$ cat src/logic/sssl_consts.vh
`ifndef SSSL_CONSTS_VH
`define SSSL_CONSTS_VH

// register and fifo sizes
`define SSSL_WIDTH        8
`define SSSL_FIFO_DEPTH   8
`define SSSL_FIFO_AW      3
// fifo entry layout: {store, shift, data}
`define SSSL_EV_WIDTH     3
`define SSSL_EV_STORE     2
`define SSSL_EV_SHIFT     1
`define SSSL_EV_DATA      0
// pin sampling
`define SSSL_PIN_COUNT    5
`define SSSL_PIN_DATA     0
`define SSSL_PIN_SHCLK    1
`define SSSL_PIN_STCLK    2
`define SSSL_PIN_MRST_N   3
`define SSSL_PIN_OE_N     4
// reset values
`define SSSL_SHIFT_RST    8'h00
`define SSSL_STORE_RST    8'h00
`define SSSL_PIN_RST      5'h18

`endif

$ cat src/logic/sssl_fifo.v
`timescale 1ns/100ps
module sssl_fifo #(
  parameter W     = 3,
  parameter DEPTH = 8,
  parameter AW    = 3
) (
  // clock and reset
  input  wire          core_clk_i,
  input  wire          rst_n_i,
  input  wire          flush_i,
  // fill side
  input  wire          in_valid_i,
  output wire          in_ready_o,
  input  wire [W-1:0]  in_data_i,
  // drain side
  output wire          out_valid_o,
  input  wire          out_ready_i,
  output wire [W-1:0]  out_data_o
);
  localparam [AW:0] FULL_CNT = DEPTH[AW:0];

  reg  [W-1:0]  mem_ff [0:DEPTH-1];
  reg  [AW-1:0] wr_ptr_ff;
  reg  [AW-1:0] rd_ptr_ff;
  reg  [AW:0]   cnt_ff;
  wire          push;
  wire          pop;

  assign in_ready_o  = (cnt_ff != FULL_CNT);
  assign out_valid_o = (cnt_ff != {(AW+1){1'b0}});
  assign out_data_o  = mem_ff[rd_ptr_ff];
  assign push        = in_valid_i & in_ready_o;
  assign pop         = out_valid_o & out_ready_i;

  always @(posedge core_clk_i) begin
    if (push) begin
      mem_ff[wr_ptr_ff] <= in_data_i;
    end
  end

  always @(posedge core_clk_i) begin
    if (!rst_n_i || flush_i) begin
      wr_ptr_ff <= {AW{1'b0}};
      rd_ptr_ff <= {AW{1'b0}};
      cnt_ff    <= {(AW+1){1'b0}};
    end else begin
      if (push) begin
        wr_ptr_ff <= wr_ptr_ff + 1'b1;
      end
      if (pop) begin
        rd_ptr_ff <= rd_ptr_ff + 1'b1;
      end
      if (push && !pop) begin
        cnt_ff <= cnt_ff + 1'b1;
      end else if (pop && !push) begin
        cnt_ff <= cnt_ff - 1'b1;
      end
    end
  end
endmodule

$ cat src/logic/sssl_top.v
// Contract
// - eight-stage shift register and eight-bit storage register, each on its own clock
// - shift clock rising edge shifts by one, serial data into first stage
// - storage clock rising edge copies all eight shift bits into storage
// - shift clock rising edge updates cascade output with last stage
// - low master reset clears shift and storage registers regardless of clocks
// - common clocks: storage holds shift contents from one pulse earlier
// - enable low: set storage bit turns its output transistor on, pulling low
// - enable high: all eight outputs off, whatever storage holds
// - output enable changes never alter shift or storage contents
`timescale 1ns/100ps
`include "sssl_consts.vh"
module sssl_top (
  // clock and reset
  input  wire                   core_clk_i,
  input  wire                   rst_n_i,
  // serial link pins
  input  wire                   serial_data_in_i,
  input  wire                   shift_clock_i,
  input  wire                   storage_clock_i,
  input  wire                   master_reset_n_i,
  input  wire                   out_enable_n_i,
  output wire                   cascade_serial_out_o,
  // open-drain parallel outputs
  output wire [`SSSL_WIDTH-1:0] parallel_drive_out_o,
  output wire [`SSSL_WIDTH-1:0] parallel_drive_oe_o,
  // event buffer status
  output wire                   event_ready_o
);
  reg  [`SSSL_PIN_COUNT-1:0] pin_meta_ff;
  reg  [`SSSL_PIN_COUNT-1:0] pin_sync_ff;
  reg                        shclk_prev_ff;
  reg                        stclk_prev_ff;
  reg  [`SSSL_WIDTH-1:0]     shift_ff;
  reg  [`SSSL_WIDTH-1:0]     store_ff;
  reg  [`SSSL_WIDTH-1:0]     nxt_shift;
  reg  [`SSSL_WIDTH-1:0]     nxt_store;
  reg                        cascade_ff;
  reg  [`SSSL_WIDTH-1:0]     drv_oe_ff;
  reg  [`SSSL_WIDTH-1:0]     drv_out_ff;
  reg                        ev_ready_ff;
  wire                       shclk_rise;
  wire                       stclk_rise;
  wire                       mrst_act;
  wire                       ev_valid;
  wire                       ev_in_ready;
  wire [`SSSL_EV_WIDTH-1:0]  ev_in;
  wire                       ev_out_valid;
  wire [`SSSL_EV_WIDTH-1:0]  ev_out;
  wire                       ev_pop;
  wire                       ev_do_shift;
  wire                       ev_do_store;
  wire                       ev_bit;
  genvar                     gi;

  localparam [`SSSL_PIN_COUNT-1:0] PIN_RST = `SSSL_PIN_RST;

  // raw pin behind sampler slot idx
  function pin_pick;
    input integer idx;
    input         data_pin;
    input         shclk_pin;
    input         stclk_pin;
    input         mrst_n_pin;
    input         oe_n_pin;
    begin
      case (idx)
        `SSSL_PIN_DATA:   pin_pick = data_pin;
        `SSSL_PIN_SHCLK:  pin_pick = shclk_pin;
        `SSSL_PIN_STCLK:  pin_pick = stclk_pin;
        `SSSL_PIN_MRST_N: pin_pick = mrst_n_pin;
        default:          pin_pick = oe_n_pin;
      endcase
    end
  endfunction

  // rising edge of a sampled level against its last sample
  function rise_of;
    input cur;
    input prev;
    begin
      rise_of = cur & ~prev;
    end
  endfunction

  // two-flop sampling of every pin
  generate
    for (gi = 0; gi < `SSSL_PIN_COUNT; gi = gi + 1) begin : g_sync
      always @(posedge core_clk_i) begin
        if (!rst_n_i) begin
          pin_meta_ff[gi] <= PIN_RST[gi];
          pin_sync_ff[gi] <= PIN_RST[gi];
        end else begin
          pin_meta_ff[gi] <= pin_pick(gi, serial_data_in_i, shift_clock_i, storage_clock_i,
                                      master_reset_n_i, out_enable_n_i);
          pin_sync_ff[gi] <= pin_meta_ff[gi];
        end
      end
    end
  endgenerate

  always @(posedge core_clk_i) begin
    if (!rst_n_i) begin
      shclk_prev_ff <= 1'b0;
      stclk_prev_ff <= 1'b0;
    end else begin
      shclk_prev_ff <= pin_sync_ff[`SSSL_PIN_SHCLK];
      stclk_prev_ff <= pin_sync_ff[`SSSL_PIN_STCLK];
    end
  end

  // each link clock detected on its own edge, independent of the other
  assign shclk_rise = rise_of(pin_sync_ff[`SSSL_PIN_SHCLK], shclk_prev_ff);
  assign stclk_rise = rise_of(pin_sync_ff[`SSSL_PIN_STCLK], stclk_prev_ff);
  assign mrst_act   = ~pin_sync_ff[`SSSL_PIN_MRST_N];

  // one entry holds both edges seen together, so a common clock keeps order
  assign ev_valid = (shclk_rise | stclk_rise) & ~mrst_act;
  assign ev_in    = {stclk_rise, shclk_rise, pin_sync_ff[`SSSL_PIN_DATA]};
  assign ev_pop   = ev_out_valid & ~mrst_act;

  sssl_fifo #(
    .W     (`SSSL_EV_WIDTH),
    .DEPTH (`SSSL_FIFO_DEPTH),
    .AW    (`SSSL_FIFO_AW)
  ) u_fifo (
    .core_clk_i  (core_clk_i),
    .rst_n_i     (rst_n_i),
    .flush_i     (mrst_act),
    .in_valid_i  (ev_valid),
    .in_ready_o  (ev_in_ready),
    .in_data_i   (ev_in),
    .out_valid_o (ev_out_valid),
    .out_ready_i (~mrst_act),
    .out_data_o  (ev_out)
  );

  // entry fields, valid only while an entry is taken
  assign ev_do_shift = ev_pop & ev_out[`SSSL_EV_SHIFT];
  assign ev_do_store = ev_pop & ev_out[`SSSL_EV_STORE];
  assign ev_bit      = ev_out[`SSSL_EV_DATA];

  always @* begin
    nxt_shift = shift_ff;
    nxt_store = store_ff;
    if (ev_do_shift) begin
      nxt_shift = {shift_ff[`SSSL_WIDTH-2:0], ev_bit};
    end
    if (ev_do_store) begin
      nxt_store = shift_ff;
    end
  end

  // enable pin plays no part here
  always @(posedge core_clk_i) begin
    if (!rst_n_i || mrst_act) begin
      shift_ff <= `SSSL_SHIFT_RST;
    end else begin
      shift_ff <= nxt_shift;
    end
  end

  always @(posedge core_clk_i) begin
    if (!rst_n_i || mrst_act) begin
      store_ff <= `SSSL_STORE_RST;
    end else begin
      store_ff <= nxt_store;
    end
  end

  always @(posedge core_clk_i) begin
    if (!rst_n_i || mrst_act) begin
      cascade_ff <= 1'b0;
    end else begin
      cascade_ff <= nxt_shift[`SSSL_WIDTH-1];
    end
  end

  // open drain: enable carries the bit, master reset and enable pin switch it off
  generate
    for (gi = 0; gi < `SSSL_WIDTH; gi = gi + 1) begin : g_drive
      always @(posedge core_clk_i) begin
        if (!rst_n_i || mrst_act) begin
          drv_oe_ff[gi] <= 1'b0;
        end else if (pin_sync_ff[`SSSL_PIN_OE_N]) begin
          drv_oe_ff[gi] <= 1'b0;
        end else begin
          drv_oe_ff[gi] <= nxt_store[gi];
        end
      end
    end
  endgenerate

  // drive value stays low, the enable alone pulls the pin
  always @(posedge core_clk_i) begin
    if (!rst_n_i) begin
      drv_out_ff <= {`SSSL_WIDTH{1'b0}};
    end else begin
      drv_out_ff <= {`SSSL_WIDTH{1'b0}};
    end
  end

  always @(posedge core_clk_i) begin
    if (!rst_n_i) begin
      ev_ready_ff <= 1'b0;
    end else begin
      ev_ready_ff <= ev_in_ready;
    end
  end

  assign cascade_serial_out_o = cascade_ff;
  assign parallel_drive_out_o = drv_out_ff;
  assign parallel_drive_oe_o  = drv_oe_ff;
  assign event_ready_o        = ev_ready_ff;
endmodule

$ cat config.mk
export PLATFORM = sky130hd
export DESIGN_NAME = sssl_top
export DESIGN_NICKNAME = d
export VERILOG_FILES = /design/src/logic/sssl_fifo.v /design/src/logic/sssl_top.v
export VERILOG_INCLUDE_DIRS = /design/src /design/src/logic
export SDC_FILE = /design/constraint.sdc
export NUM_CORES = 1
export LEC_CHECK = 0
export CORE_AREA = 2 2 72 74
export CTS_BUF_LIST = sky130_fd_sc_hd__clkbuf_4
export DETAILED_ROUTE_END_ITERATION = 7
export DIE_AREA = 0 0 74 76
export DONT_BUFFER_PORTS = 1
export PLACE_DENSITY = 0.83
export SKIP_LAST_GASP = 1
export SYNTH_ARGS = -nofsm -noshare
export SYNTH_HDL_FRONTEND = slang
export SYNTH_HIERARCHICAL = 1
export SYNTH_SLANG_ARGS = --single-unit
$ cat constraint.sdc
create_clock -name core_clk_i -period 4.5 [get_ports core_clk_i]
set_clock_uncertainty 0.05 [all_clocks]
set_input_delay 0.45 -clock core_clk_i [delete_from_list [all_inputs] [get_ports core_clk_i]]
set_output_delay 0.45 -clock core_clk_i [all_outputs]
set_load 0.03 [all_outputs]
# Word level (Yosys, flattened, before mapping)
# Memories as Yosys holds them, arrays and structs flattened. A register that Yosys moved wholly into a read port is not among the register bits.
# Index checks and enable logic that the tools add are counted.
totals:
  n_memories: 1
  output_inout_bits: 18
  reg_bits: 47
  inputBits: 7
  ram_bits: 24
  wordCells: 60
mem_list:
  columns: ["name", "words", "width", "rd", "rd_ports_with_merged_regs", "wr", "line", "rtl"]
  rows:
  - ["u_fifo.mem_ff", 8, 3, 1, 1, 1, "sssl_fifo.v:22", "reg [W-1:0] mem_ff [0:DEPTH-1];"]
op_classes:
  eq_ne: 1
  n_reduce_logical: 9
  bitwise: 11
  add_sub_neg: 4
  n_mux: 7
op_table:
  columns: ["operator", "n"]
  rows:
  - ["4-bit 2-to-1 mux", 2]
  - ["8-bit 2-to-1 mux", 1]
  - ["1-bit AND", 7]
  - ["3-bit by 1-bit adder with 3-bit output, second input constant", 2]
  - ["3-bit 2-to-1 mux", 2]
  - ["4-bit by 1-bit adder with 4-bit output, second input constant", 1]
  - ["4-bit != test, second input constant", 1]
  - ["4-bit nonzero test", 1]
  - ["4-bit by 1-bit subtractor with 4-bit output, second input constant", 1]
  - ["1-bit logical NOT", 3]
  - ["1-bit NOT", 3]
  - ["1-bit logical AND", 2]
  - ["1-bit 2-to-1 mux", 2]
  - ["2-bit nonzero test", 1]
  - ["2-bit OR reduction", 1]
  - ["1-bit logical OR", 1]
  - ["1-bit bitwise OR", 1]

# Depth between registers and ports, before layout
# Gate-level depths: netlist of the first run.
depth:
  depth_word: 9
  depth_mapped: 12
  mapped_depth_nobuf: 11

# By module
# Netlist of the first run, hierarchy kept.
by_module_without_submodules:
  columns: ["mod", "cells_each", "area_each_um2", "n_inst", "seq_area_each_um2"]
  rows:
  - ["sssl_fifo", 109, 1599.0, 1, 980.9]
  - ["sssl_top", 134, 1476.4, 1, 740.7]

# Worst setup path after synthesis of the first run
# OpenSTA, ideal clock, no wires.
synth_path:
  path_type: "register -> register"
  from: "reg pin_sync_ff[3]"
  to: "reg u_fifo.cnt_ff[3]"
  setup_ns: 0.121
  path_stages_with_launch: 13
  t_required_ns: 4.329
  path_buffers: 2
  arrival_time_ns: 2.539
  slack_ns: 1.790
  period_less_slack_ns: 2.710
  path_cell_list: "dfxtp_1 -> buf_6 -> clkbuf_1 -> o21a_1 -> nand2_8 -> inv_1 -> ha_1 -> inv_1 -> ha_1 -> a21oi_1 -> a211oi_1 -> a31oi_1 -> mux2_2"
synth_between:
  elab_chain_len: 5
  elab_cells_between_ends: 11
  cone_classes: "mux (1); bitwise (4); reduce/logical (6)"
synth_rtl:
  columns: ["item", "line", "rtl"]
  rows:
  - ["start, declared", "sssl_top.v:31", "reg [`SSSL_PIN_COUNT-1:0] pin_sync_ff;"]
  - ["start signal, assigned by index", "sssl_top.v:92", "pin_sync_ff[gi] <= PIN_RST[gi];"]
  - ["start signal, assigned by index", "sssl_top.v:96", "pin_sync_ff[gi] <= pin_meta_ff[gi];"]
  - ["1-bit AND (*)", "sssl_top.v:118", "assign ev_valid = (shclk_rise | stclk_rise) & ~mrst_act;"]
  - ["via ev_valid", "sssl_top.v:45", "wire ev_valid;"]
  - ["1-bit AND (*)", "sssl_fifo.v:32", "assign push = in_valid_i & in_ready_o;"]
  - ["via u_fifo.push", "sssl_fifo.v:26", "wire push;"]
  - ["1-bit logical NOT", "sssl_fifo.v:55", "end else if (pop && !push) begin"]
  - ["1-bit logical AND", "sssl_fifo.v:55", null]
  - ["2-bit nonzero test (no line)", null, null]
  - ["end signal, assigned", "sssl_fifo.v:45", "cnt_ff <= {(AW+1){1'b0}};"]
  - ["end signal, assigned", "sssl_fifo.v:54", "cnt_ff <= cnt_ff + 1'b1;"]
  - ["end signal, assigned", "sssl_fifo.v:56", "cnt_ff <= cnt_ff - 1'b1;"]
  - ["end, declared", "sssl_fifo.v:25", "reg [AW:0] cnt_ff;"]
# Mark *: on every way through the listed nets, which the timed path passes. The rest lies on a longest branch.
# A chain may end at the register's enable or synchronous reset.

# Worst setup path in the final report of the first run
layout_path:
  from: "reg u_fifo.cnt_ff[1]"
  to: "reg u_fifo.cnt_ff[3]"
layout_between:
  elab_chain_len: 5
  elab_cells_between_ends: 13
  cone_classes: "add/sub (2); eq/ne (1); mux (2); bitwise (2); reduce/logical (6)"
layout_rtl:
  columns: ["item", "line", "rtl"]
  rows:
  - ["4-bit != test (*)", "sssl_fifo.v:29", "assign in_ready_o = (cnt_ff != FULL_CNT);"]
  - ["via ev_in_ready", "sssl_top.v:46", "wire ev_in_ready;"]
  - ["1-bit AND (*)", "sssl_fifo.v:32", null]
  - ["via u_fifo.push", "sssl_fifo.v:26", null]
  - ["1-bit logical NOT", "sssl_fifo.v:55", null]
  - ["1-bit logical AND", "sssl_fifo.v:55", null]
  - ["2-bit nonzero test (no line)", null, null]
# Mark *: on every way through the listed nets, which the timed path passes. The rest lies on a longest branch. The select of a mux whose other input is x is not followed.

==> results of run 1 <==
## power by group
group / switching, mW / internal, mW
clock: 0.200 / 0.128
combinational: 0.179 / 0.171
sequential: 0.0518 / 0.730
total: 0.431 / 1.03
## per-stage QoR
stage	total power, mW	area, um2	utilization (%)
2_1_floorplan	1.13	3100	-
3_3_place_gp	1.14	3030	61.6
3_5_place_dp	1.15	3030	61.6
4_1_cts	1.47	3130	63.8
5_1_grt	1.54	3130	63.8
6_report	1.46	3130	63.8
## registers in the layout, summed over array words and instances, names as in the netlist, named ones only
name	cells
ev_in	1
shclk_prev_ff	1
u_fifo/wr_ptr_ff	3
pin_meta_ff	5
pin_sync_ff	4
store_ff	8
u_fifo/rd_ptr_ff	3
stclk_prev_ff	1
cascade_serial_out_o	1
u_fifo/mem_ff	24
u_fifo/cnt_ff	4
event_ready_o	1
parallel_drive_oe_o	8
shift_ff	7
## final timing paths
kind	start	endpoint	slack [ns]	depth (start not counted)
hold reg to reg	pin_meta_ff[4]	pin_sync_ff[4]	0.37	1
hold / removal	rst_n_i	pin_meta_ff[4]	0.07	1
setup / recovery	u_fifo/cnt_ff[1]	u_fifo/cnt_ff[3]	1.61	10
setup reg to reg	u_fifo/cnt_ff[1]	u_fifo/cnt_ff[3]	1.61	10
## layout make-up
class	instances	area [um2]	area share, %
well taps	70	87.6	2.79
multi-input cells	148	1190	38.1
clock buffers	12	90.1	2.87
flip-flops and latches	74	1720	54.9
repair buffers	1	7.51	0.240
clock inverters	4	18.8	0.599
inverters	4	15.0	0.479
## critical path, stage by stage (launching register included)
cell and delay [ns]:
dfxtp_1 0.37, or4b_1 0.70, nand2_8 0.17, inv_1 0.05, ha_1 0.20, inv_1 0.14, ha_1 0.29, a21oi_1 0.21
a211oi_1 0.10, a31oi_1 0.17, mux2_2 0.35
## logic make-up after synthesis
family | synth area share (%)
multiplexers | 14.0
adder cells (fa/ha/maj) | 2.69
buffers and inverters | 6.06
XOR/XNOR | 1.95
AND/OR/NAND/NOR | 17.7
other | 0.122
flip-flops | 56.0
AO/OA/AOI/OAI | 1.46
## cell usage after synthesis, types with 2 or more instances
master and count:
buf_4 9, a21oi_1 3, xor2_1 4, nand4b_1 16, and2_1 9, mux4_2 6
buf_6 4, nand3_2 2, edfxtp_1 24, nand2_1 2, dfxtp_1 50, inv_1 4
mux2i_1 25, nand3_1 22, clkbuf_1 5, nor3_1 4, nand2b_1 6, nor2_1 15
buf_2 5, ha_1 5, mux2_2 4, nor2b_1 2
## routing by layer
metal | up-vias | routed length [um] | GRT usage (%)
li1 | 851 | - | -
met1 | 828 | 2160 | 25.9
met2 | 26 | 2210 | 26.5
met3 | 8 | 117 | 4.37
met4 | 0 | 61 | 8.18
met5 | - | 0 | 0
==> metrics.txt, run 1 <==
P_leak 1.15 nW; CP Class reg2reg; Final Setup Violations 0; Syn Area/Cell 12.7 um2; largest net degree at the start of global routing 48; first-pass GRT wire length 7760 um; TNS Setup 0 ns; IO Pins 25; total CTS buffers 9; # rows 26; Total Nets Final 251; final worst slack 1.61 ns; VDD IR-drop max 0.000289 V; initial antenna violation count 0; CTS H-Tree Depth 3; Power Dens Cells 466 nW/um2; largest cells by area after synthesis dfxtp_1, edfxtp_1, mux2i_1, nand4b_1, mux4_2; WL per Instance 14.5 um; sequential share of the synthesized area 56.0%; GRT Overall Usage 18.2%; Worst EP arrival 3.14 ns; GRT overflow 0; Synth async-reset ratio 0%; share of cells above drive strength 1 14.8%; Root Driver clkbuf_4; Mapped Area 3080 um2; post-route clock period utilization 64.3%; commonest non-fill, non-tap cells in the layout dfxtp_1, mux2i_1, edfxtp_1; core area 4910 um2; WHS 0.0702 ns; outcome finished, final reports clean; most common cell after layout, fill and taps aside dfxtp_1; Fmax 0.346 GHz; Worst-path clk slew 0.11 ns; post-CTS resize count 0; DRC Markers 0; Tmin final 2.89 ns; Initial Util 62.6%; CTS Sinks 74; Slew HR 50.1%; # diodes 0; Synth area leader dfxtp_1; chip width 74 um; worst endpoint required time 4.75 ns; Fill cells 385; DRT antenna net count 0; CTS tree built; die area 5620 um2; Initial DRC Count 96; crit-path max FO 7; Worst setup EP type flop; GPL Wtd Cong 0.779; placed insts 297; PortBufs 0; die height 76 um; top cell type's share of synthesized area 32.5%; Final Max Tran Viols 0; Min-Delay Path Class in2reg; top_reg_cell synth dfxtp_1; Total Routed Length 4550 um; Hold Violations, Final 0; Synth-to-Final Area Change 1.91%; count of cell types in the netlist 39; routed via count 1713; post-CTS setup buffer count 0; Mapped Cells 243; Vias/cell 5.47; Post-synth EDFFs 24; later-pin clock latency in the skew report 0.39 ns; CTS Buffer Depth 2; Detailed Routing Iterations Pass 1 4; slew of the pin with the lowest slew margin 0.742 ns; vias in the first global route 1614; max_cap viols 0; Post-DP HPWL 3050 um; post-route insts no fill 313; synthesized flop and latch total 74; RSZ-0062 raised after global routing no; Hold-fix buffers, CTS 0; pre-CTS WS 1.61 ns; Critical Path Source Type flop; Syn. warnings 6
No activity file was read; power rests on OpenSTA's default activity.
==> run 2, diff against run 1 <==
CORE_AREA = 2 2 76 78   (was 2 2 72 74)
DIE_AREA = 0 0 78 80   (was 0 0 74 76)
PLACE_DENSITY = 0.78   (was 0.83)
clock period = 2.6 ns   (was 4.5 ns; I/O delays follow)
==> run 2 against run 1 <==
Sequential share of layout area shrank 2.8 points. Sequential power increased by 71%. Critical path type unchanged. Worst setup slack worse by 1.5 ns. Highest routed layer unchanged. First-iteration DRC count shrank 5.2%. Critical path depth unchanged. Maximum frequency is 17% higher. Clock power up 76%. Register-to-register slack lost 1.5 ns. Power is 81% higher. Cell count increased by 4.8%. Utilization decreased by 2.7 points. Largest cell class unchanged. Largest power group unchanged. Die area grew 11%.
==> metrics.txt, run 2 (same netlist as run 1, synthesis figures left out) <==
outcome finished, final reports clean; Total Routed Length 4880 um; VDD IR-drop max 0.000669 V; Total Nets Final 264; Fill cells 439; TNS Setup 0 ns; placed insts 304; Worst EP arrival 2.75 ns; Worst setup EP type flop; Initial DRC Count 91; Slew HR 48.4%; area occupied by registers 1720 um2; Vias/cell 5.27; PortBufs 0; total power 2.65 mW; RR Startpoint u_fifo/cnt_ff[2]; Power Dens Cells 802 nW/um2; final worst slack 0.119 ns; Post-DP HPWL 3110 um; commonest non-fill, non-tap cells in the layout dfxtp_1, mux2i_1, edfxtp_1; max reg flops 24; Fmax 0.403 GHz; die area 6240 um2; later-pin clock latency in the skew report 0.41 ns; Worst R2R Path Depth 10; GRT overflow 0; Detailed Routing Iterations Pass 1 5; post-route clock period utilization 95.4%; # rows 27; core area 5410 um2; Root Driver clkbuf_4; Synth-to-Final Area Change 7.40%; DRT antenna net count 0; IO Pins 25; RSZ-0062 raised after global routing no; slew of the pin with the lowest slew margin 0.766 ns; critical path launch point u_fifo/cnt_ff[2]; CTS Sinks 74; vias in the first global route 1699; share of cells above drive strength 1 19.5%; Multi-input gate area 1240 um2; initial antenna violation count 0; worst reg-to-reg setup slack 0.12 ns; Initial Util 56.9%; first-pass GRT wire length 8160 um; CTS tree built; CTS H-Tree Depth 3; chip width 78 um; Setup crit end u_fifo/cnt_ff[3]; Worst-path clk slew 0.12 ns; Reg2Reg Capture Point u_fifo/cnt_ff[3]; worst endpoint required time 2.87 ns; crit-path max FO 4; Min-Delay Path Class in2reg; Biggest register u_fifo/mem_ff; largest net degree at the start of global routing 41; GPL Wtd Cong 0.772; CP Class reg2reg; most common cell after layout, fill and taps aside dfxtp_1; GRT Overall Usage 17.5%; Final Setup Violations 0; DRC Markers 0; P_leak 1.21 nW; routed via count 1727; post-route insts no fill 328; die height 80 um; pre-CTS WS -0.0514 ns; worst hold stages 2; max_cap viols 0; Hold Violations, Final 0; Final Max Tran Viols 0; WL per Instance 14.9 um; # diodes 0; Tmin final 2.48 ns; Critical Path Source Type flop; total CTS buffers 9; CTS Buffer Depth 2; WHS 0.0202 ns
run 2: routing by layer:
| layer | track usage, % | wire length (um) | vias to the layer above |
|---|---|---|---|
| met5 | 0 | 0 | - |
| met4 | 8.42 | 86 | 0 |
| met3 | 5.09 | 150 | 9 |
| met2 | 27.0 | 2350 | 29 |
| met1 | 22.7 | 2290 | 812 |
| li1 | - | - | 877 |
run 2: through the flow:
stage	area (um2)	utilization, %
finish	3300	61.1
floorplan	3120	-
detailed placement	3080	57.0
global route	3300	61.1
global placement	3080	57.0
CTS	3270	60.5
run 2: layout make-up:
class	instances	share of cell area (%)
timing repair buffer	14	4.02
sequential	74	52.1
inverter	4	0.455
clock buffer	9	2.05
tap	72	2.73
clock inverter	7	1.02
multi-input combinational	148	37.6
run 2: what timing repair did:
action,4_1_cts,5_1_grt
setup endpoints to repair,1,1
resized for setup,3,5
hold endpoints to repair,32,0
setup buffers,0,1
hold buffers,7,0
pin swaps,0,1
run 2: worst min path at each step:
| stage | to | from | slack [ns] |
|---|---|---|---|
| 6_report | shift_ff[2] | rst_n_i | 0.02 |
| 3_5_place_dp | pin_sync_ff[3] | rst_n_i | 0.29 |
| 5_1_grt | store_ff[1] | rst_n_i | 0.005 |
| 2_1_floorplan | pin_meta_ff[3] | master_reset_n_i | 0.31 |
| 3_3_place_gp | pin_meta_ff[4] | rst_n_i | 0.29 |
| 4_1_cts | cascade_serial_out_o | rst_n_i | 0.002 |
run 2: where the power goes:
| group | internal (mW) | switching [mW] | total [mW] | leakage [nW] |
|---|---|---|---|---|
| combinational | 0.375 | 0.353 | 0.729 | 0.520 |
| sequential | 1.26 | 0.0770 | 1.34 | 0.628 |
| clock | 0.186 | 0.393 | 0.579 | 0.0655 |
| total | 1.82 | 0.824 | 2.65 | 1.21 |
run 2: worst max-delay path: stages (launching register included):
cell and delay, ns:
dfxtp_1 0.33, buf_4 0.14, or4_4 0.57, nand2_4 0.12
ha_4 0.13, inv_2 0.06, ha_4 0.23, a21oi_2 0.15
a211oi_1 0.09, a31oi_1 0.18, mux2_2 0.35
==> run 3, diff against run 2 <==
CORE_AREA = 2 2 72 81   (was 2 2 76 78)
DIE_AREA = 0 0 74 83   (was 0 0 78 80)
PLACE_DENSITY = 0.79   (was 0.78)
RECOVER_POWER = 25   (was default)
==> run 3 against run 2 <==
The flow now finishes with violations (max-capacitance violations, max-slew violations). Combinational power rose by 1%. Global-route usage increased by 0.17 points. Power is 7.0% higher. Cell count increased by 0.91%. Sequential cell count stayed put. Count of clock-buffer cells in the layout stayed put. Maximum frequency hardly changed. Clock power increased by 31%. Sequential share of layout area shrank 0.55 points. Final area up 1.1%. Critical endpoint unchanged.
==> metrics.txt, run 3 (same netlist as run 1, synthesis figures left out) <==
Slew HR -3.55%; post-route insts no fill 331; worst endpoint required time 2.86 ns; Layout Cell Area excl Fill 3340 um2; core area 5290 um2; # diodes 0; Initial DRC Count 59; GRT Overall Usage 17.7%; area occupied by registers 1720 um2; Final Setup Violations 0; Synth-to-Final Area Change 8.62%; share of cells above drive strength 1 19.5%; CP Class reg2reg; Critical Path Source Type flop; CTS H-Tree Depth 3; CTS Buffer Depth 2; die area 6140 um2; post-route clock period utilization 95.4%; Power Dens Cells 849 nW/um2; commonest non-fill, non-tap cells in the layout dfxtp_1, mux2i_1, edfxtp_1; Worst setup EP type flop; Multi-input gate area 1240 um2; Worst-path clk slew 0.11 ns; final worst slack 0.119 ns; DRT antenna net count 0; pre-CTS WS -0.102 ns; max reg flops 24; Biggest register u_fifo/mem_ff; later-pin clock latency in the skew report 0.41 ns; outcome complete, but fails checks; die height 83 um; GPL Wtd Cong 0.729; IO Pins 25; initial antenna violation count 0; GRT overflow 0; most common cell after layout, fill and taps aside dfxtp_1; Total Routed Length 4900 um; max_cap viols 1; largest net degree at the start of global routing 41; CTS tree built; Hold Violations, Final 0; Fill cells 408; Area after DPL 3090 um2; failing checks max-capacitance violations, max-slew violations; Fmax 0.403 GHz; worst reg-to-reg setup slack 0.12 ns; total power 2.84 mW; routed via count 1768; chip width 74 um; placed insts 307; total CTS buffers 9; RSZ-0062 raised after global routing no; Vias/cell 5.34; Final Max Tran Viols 41; TNS Setup 0 ns; Root Driver clkbuf_4; Detailed Routing Iterations Pass 1 4; Min-Delay Path Class in2reg; Post-DP HPWL 3050 um; crit-path max FO 4; P_leak 1.22 nW; Core Util, Final 63.2%; VDD IR-drop max 0.000676 V; first-pass GRT wire length 8030 um; vias in the first global route 1729; # rows 28; Initial Util 58.1%; Tmin final 2.48 ns; WHS 0.0264 ns; WL per Instance 14.8 um; PortBufs 0; Worst EP arrival 2.74 ns; CTS Sinks 74; Total Nets Final 264; slew of the pin with the lowest slew margin 1.55 ns; DRC Markers 0
-- run 3: cell count changes in the layout (fill, tap and decap cells not counted), sizes merged --
cell	change
clkinv	-1
clkbuf	+1
inv	-1
buf	-1
bufinv	+2
-- run 3: final timing paths --
check / end / cells after the start / startpoint
max: u_fifo/cnt_ff[3] / 10 / u_fifo/cnt_ff[0]
min: shift_ff[1] / 2 / rst_n_i
max reg2reg: u_fifo/cnt_ff[3] / 10 / u_fifo/cnt_ff[0]
min reg2reg: pin_sync_ff[3] / 1 / pin_meta_ff[3]
-- run 3: report_power, final --
group | switching, mW | internal, mW
Combinational | 0.361 | 0.374
Clock | 0.378 | 0.381
Sequential | 0.0769 | 1.26
Total | 0.816 | 2.02
-- run 3: layout make-up --
class                      instances  share of cell area (%)
clock inverter                     7                    2.47
clock buffer                       9                    2.02
timing repair buffer              14                    3.48
multi-input combinational        148                    37.2
inverter                           4                   0.449
sequential                        74                    51.6
tap                               75                    2.81
-- run 3: metal layers --
layer	vias to the layer above	global-route usage (%)	wire length [um]
met5	-	0	0
met4	0	10.9	114
met3	11	4.13	170
met2	32	27.2	2440
met1	852	22.0	2180
li1	873	-	-
-- run 3: repair_timing --
item / in CTS / in global routing
hold buffers: 7 / 0
endpoints found under the hold margin: 32 / 0
endpoints found under the setup margin: 1 / 1
pin swaps: 0 / 1
buffers inserted: 0 / 1
gates resized for setup: 3 / 6
-- run 3: worst max-delay path: stages (launching register included) --
cell and delay [ns]:
dfxtp_2 0.34, buf_4 0.15, or4_4 0.57, nand2_4 0.11, ha_4 0.14, inv_2 0.06
ha_4 0.23, a21oi_2 0.15, a211oi_1 0.09, a31oi_1 0.15, mux2_2 0.34
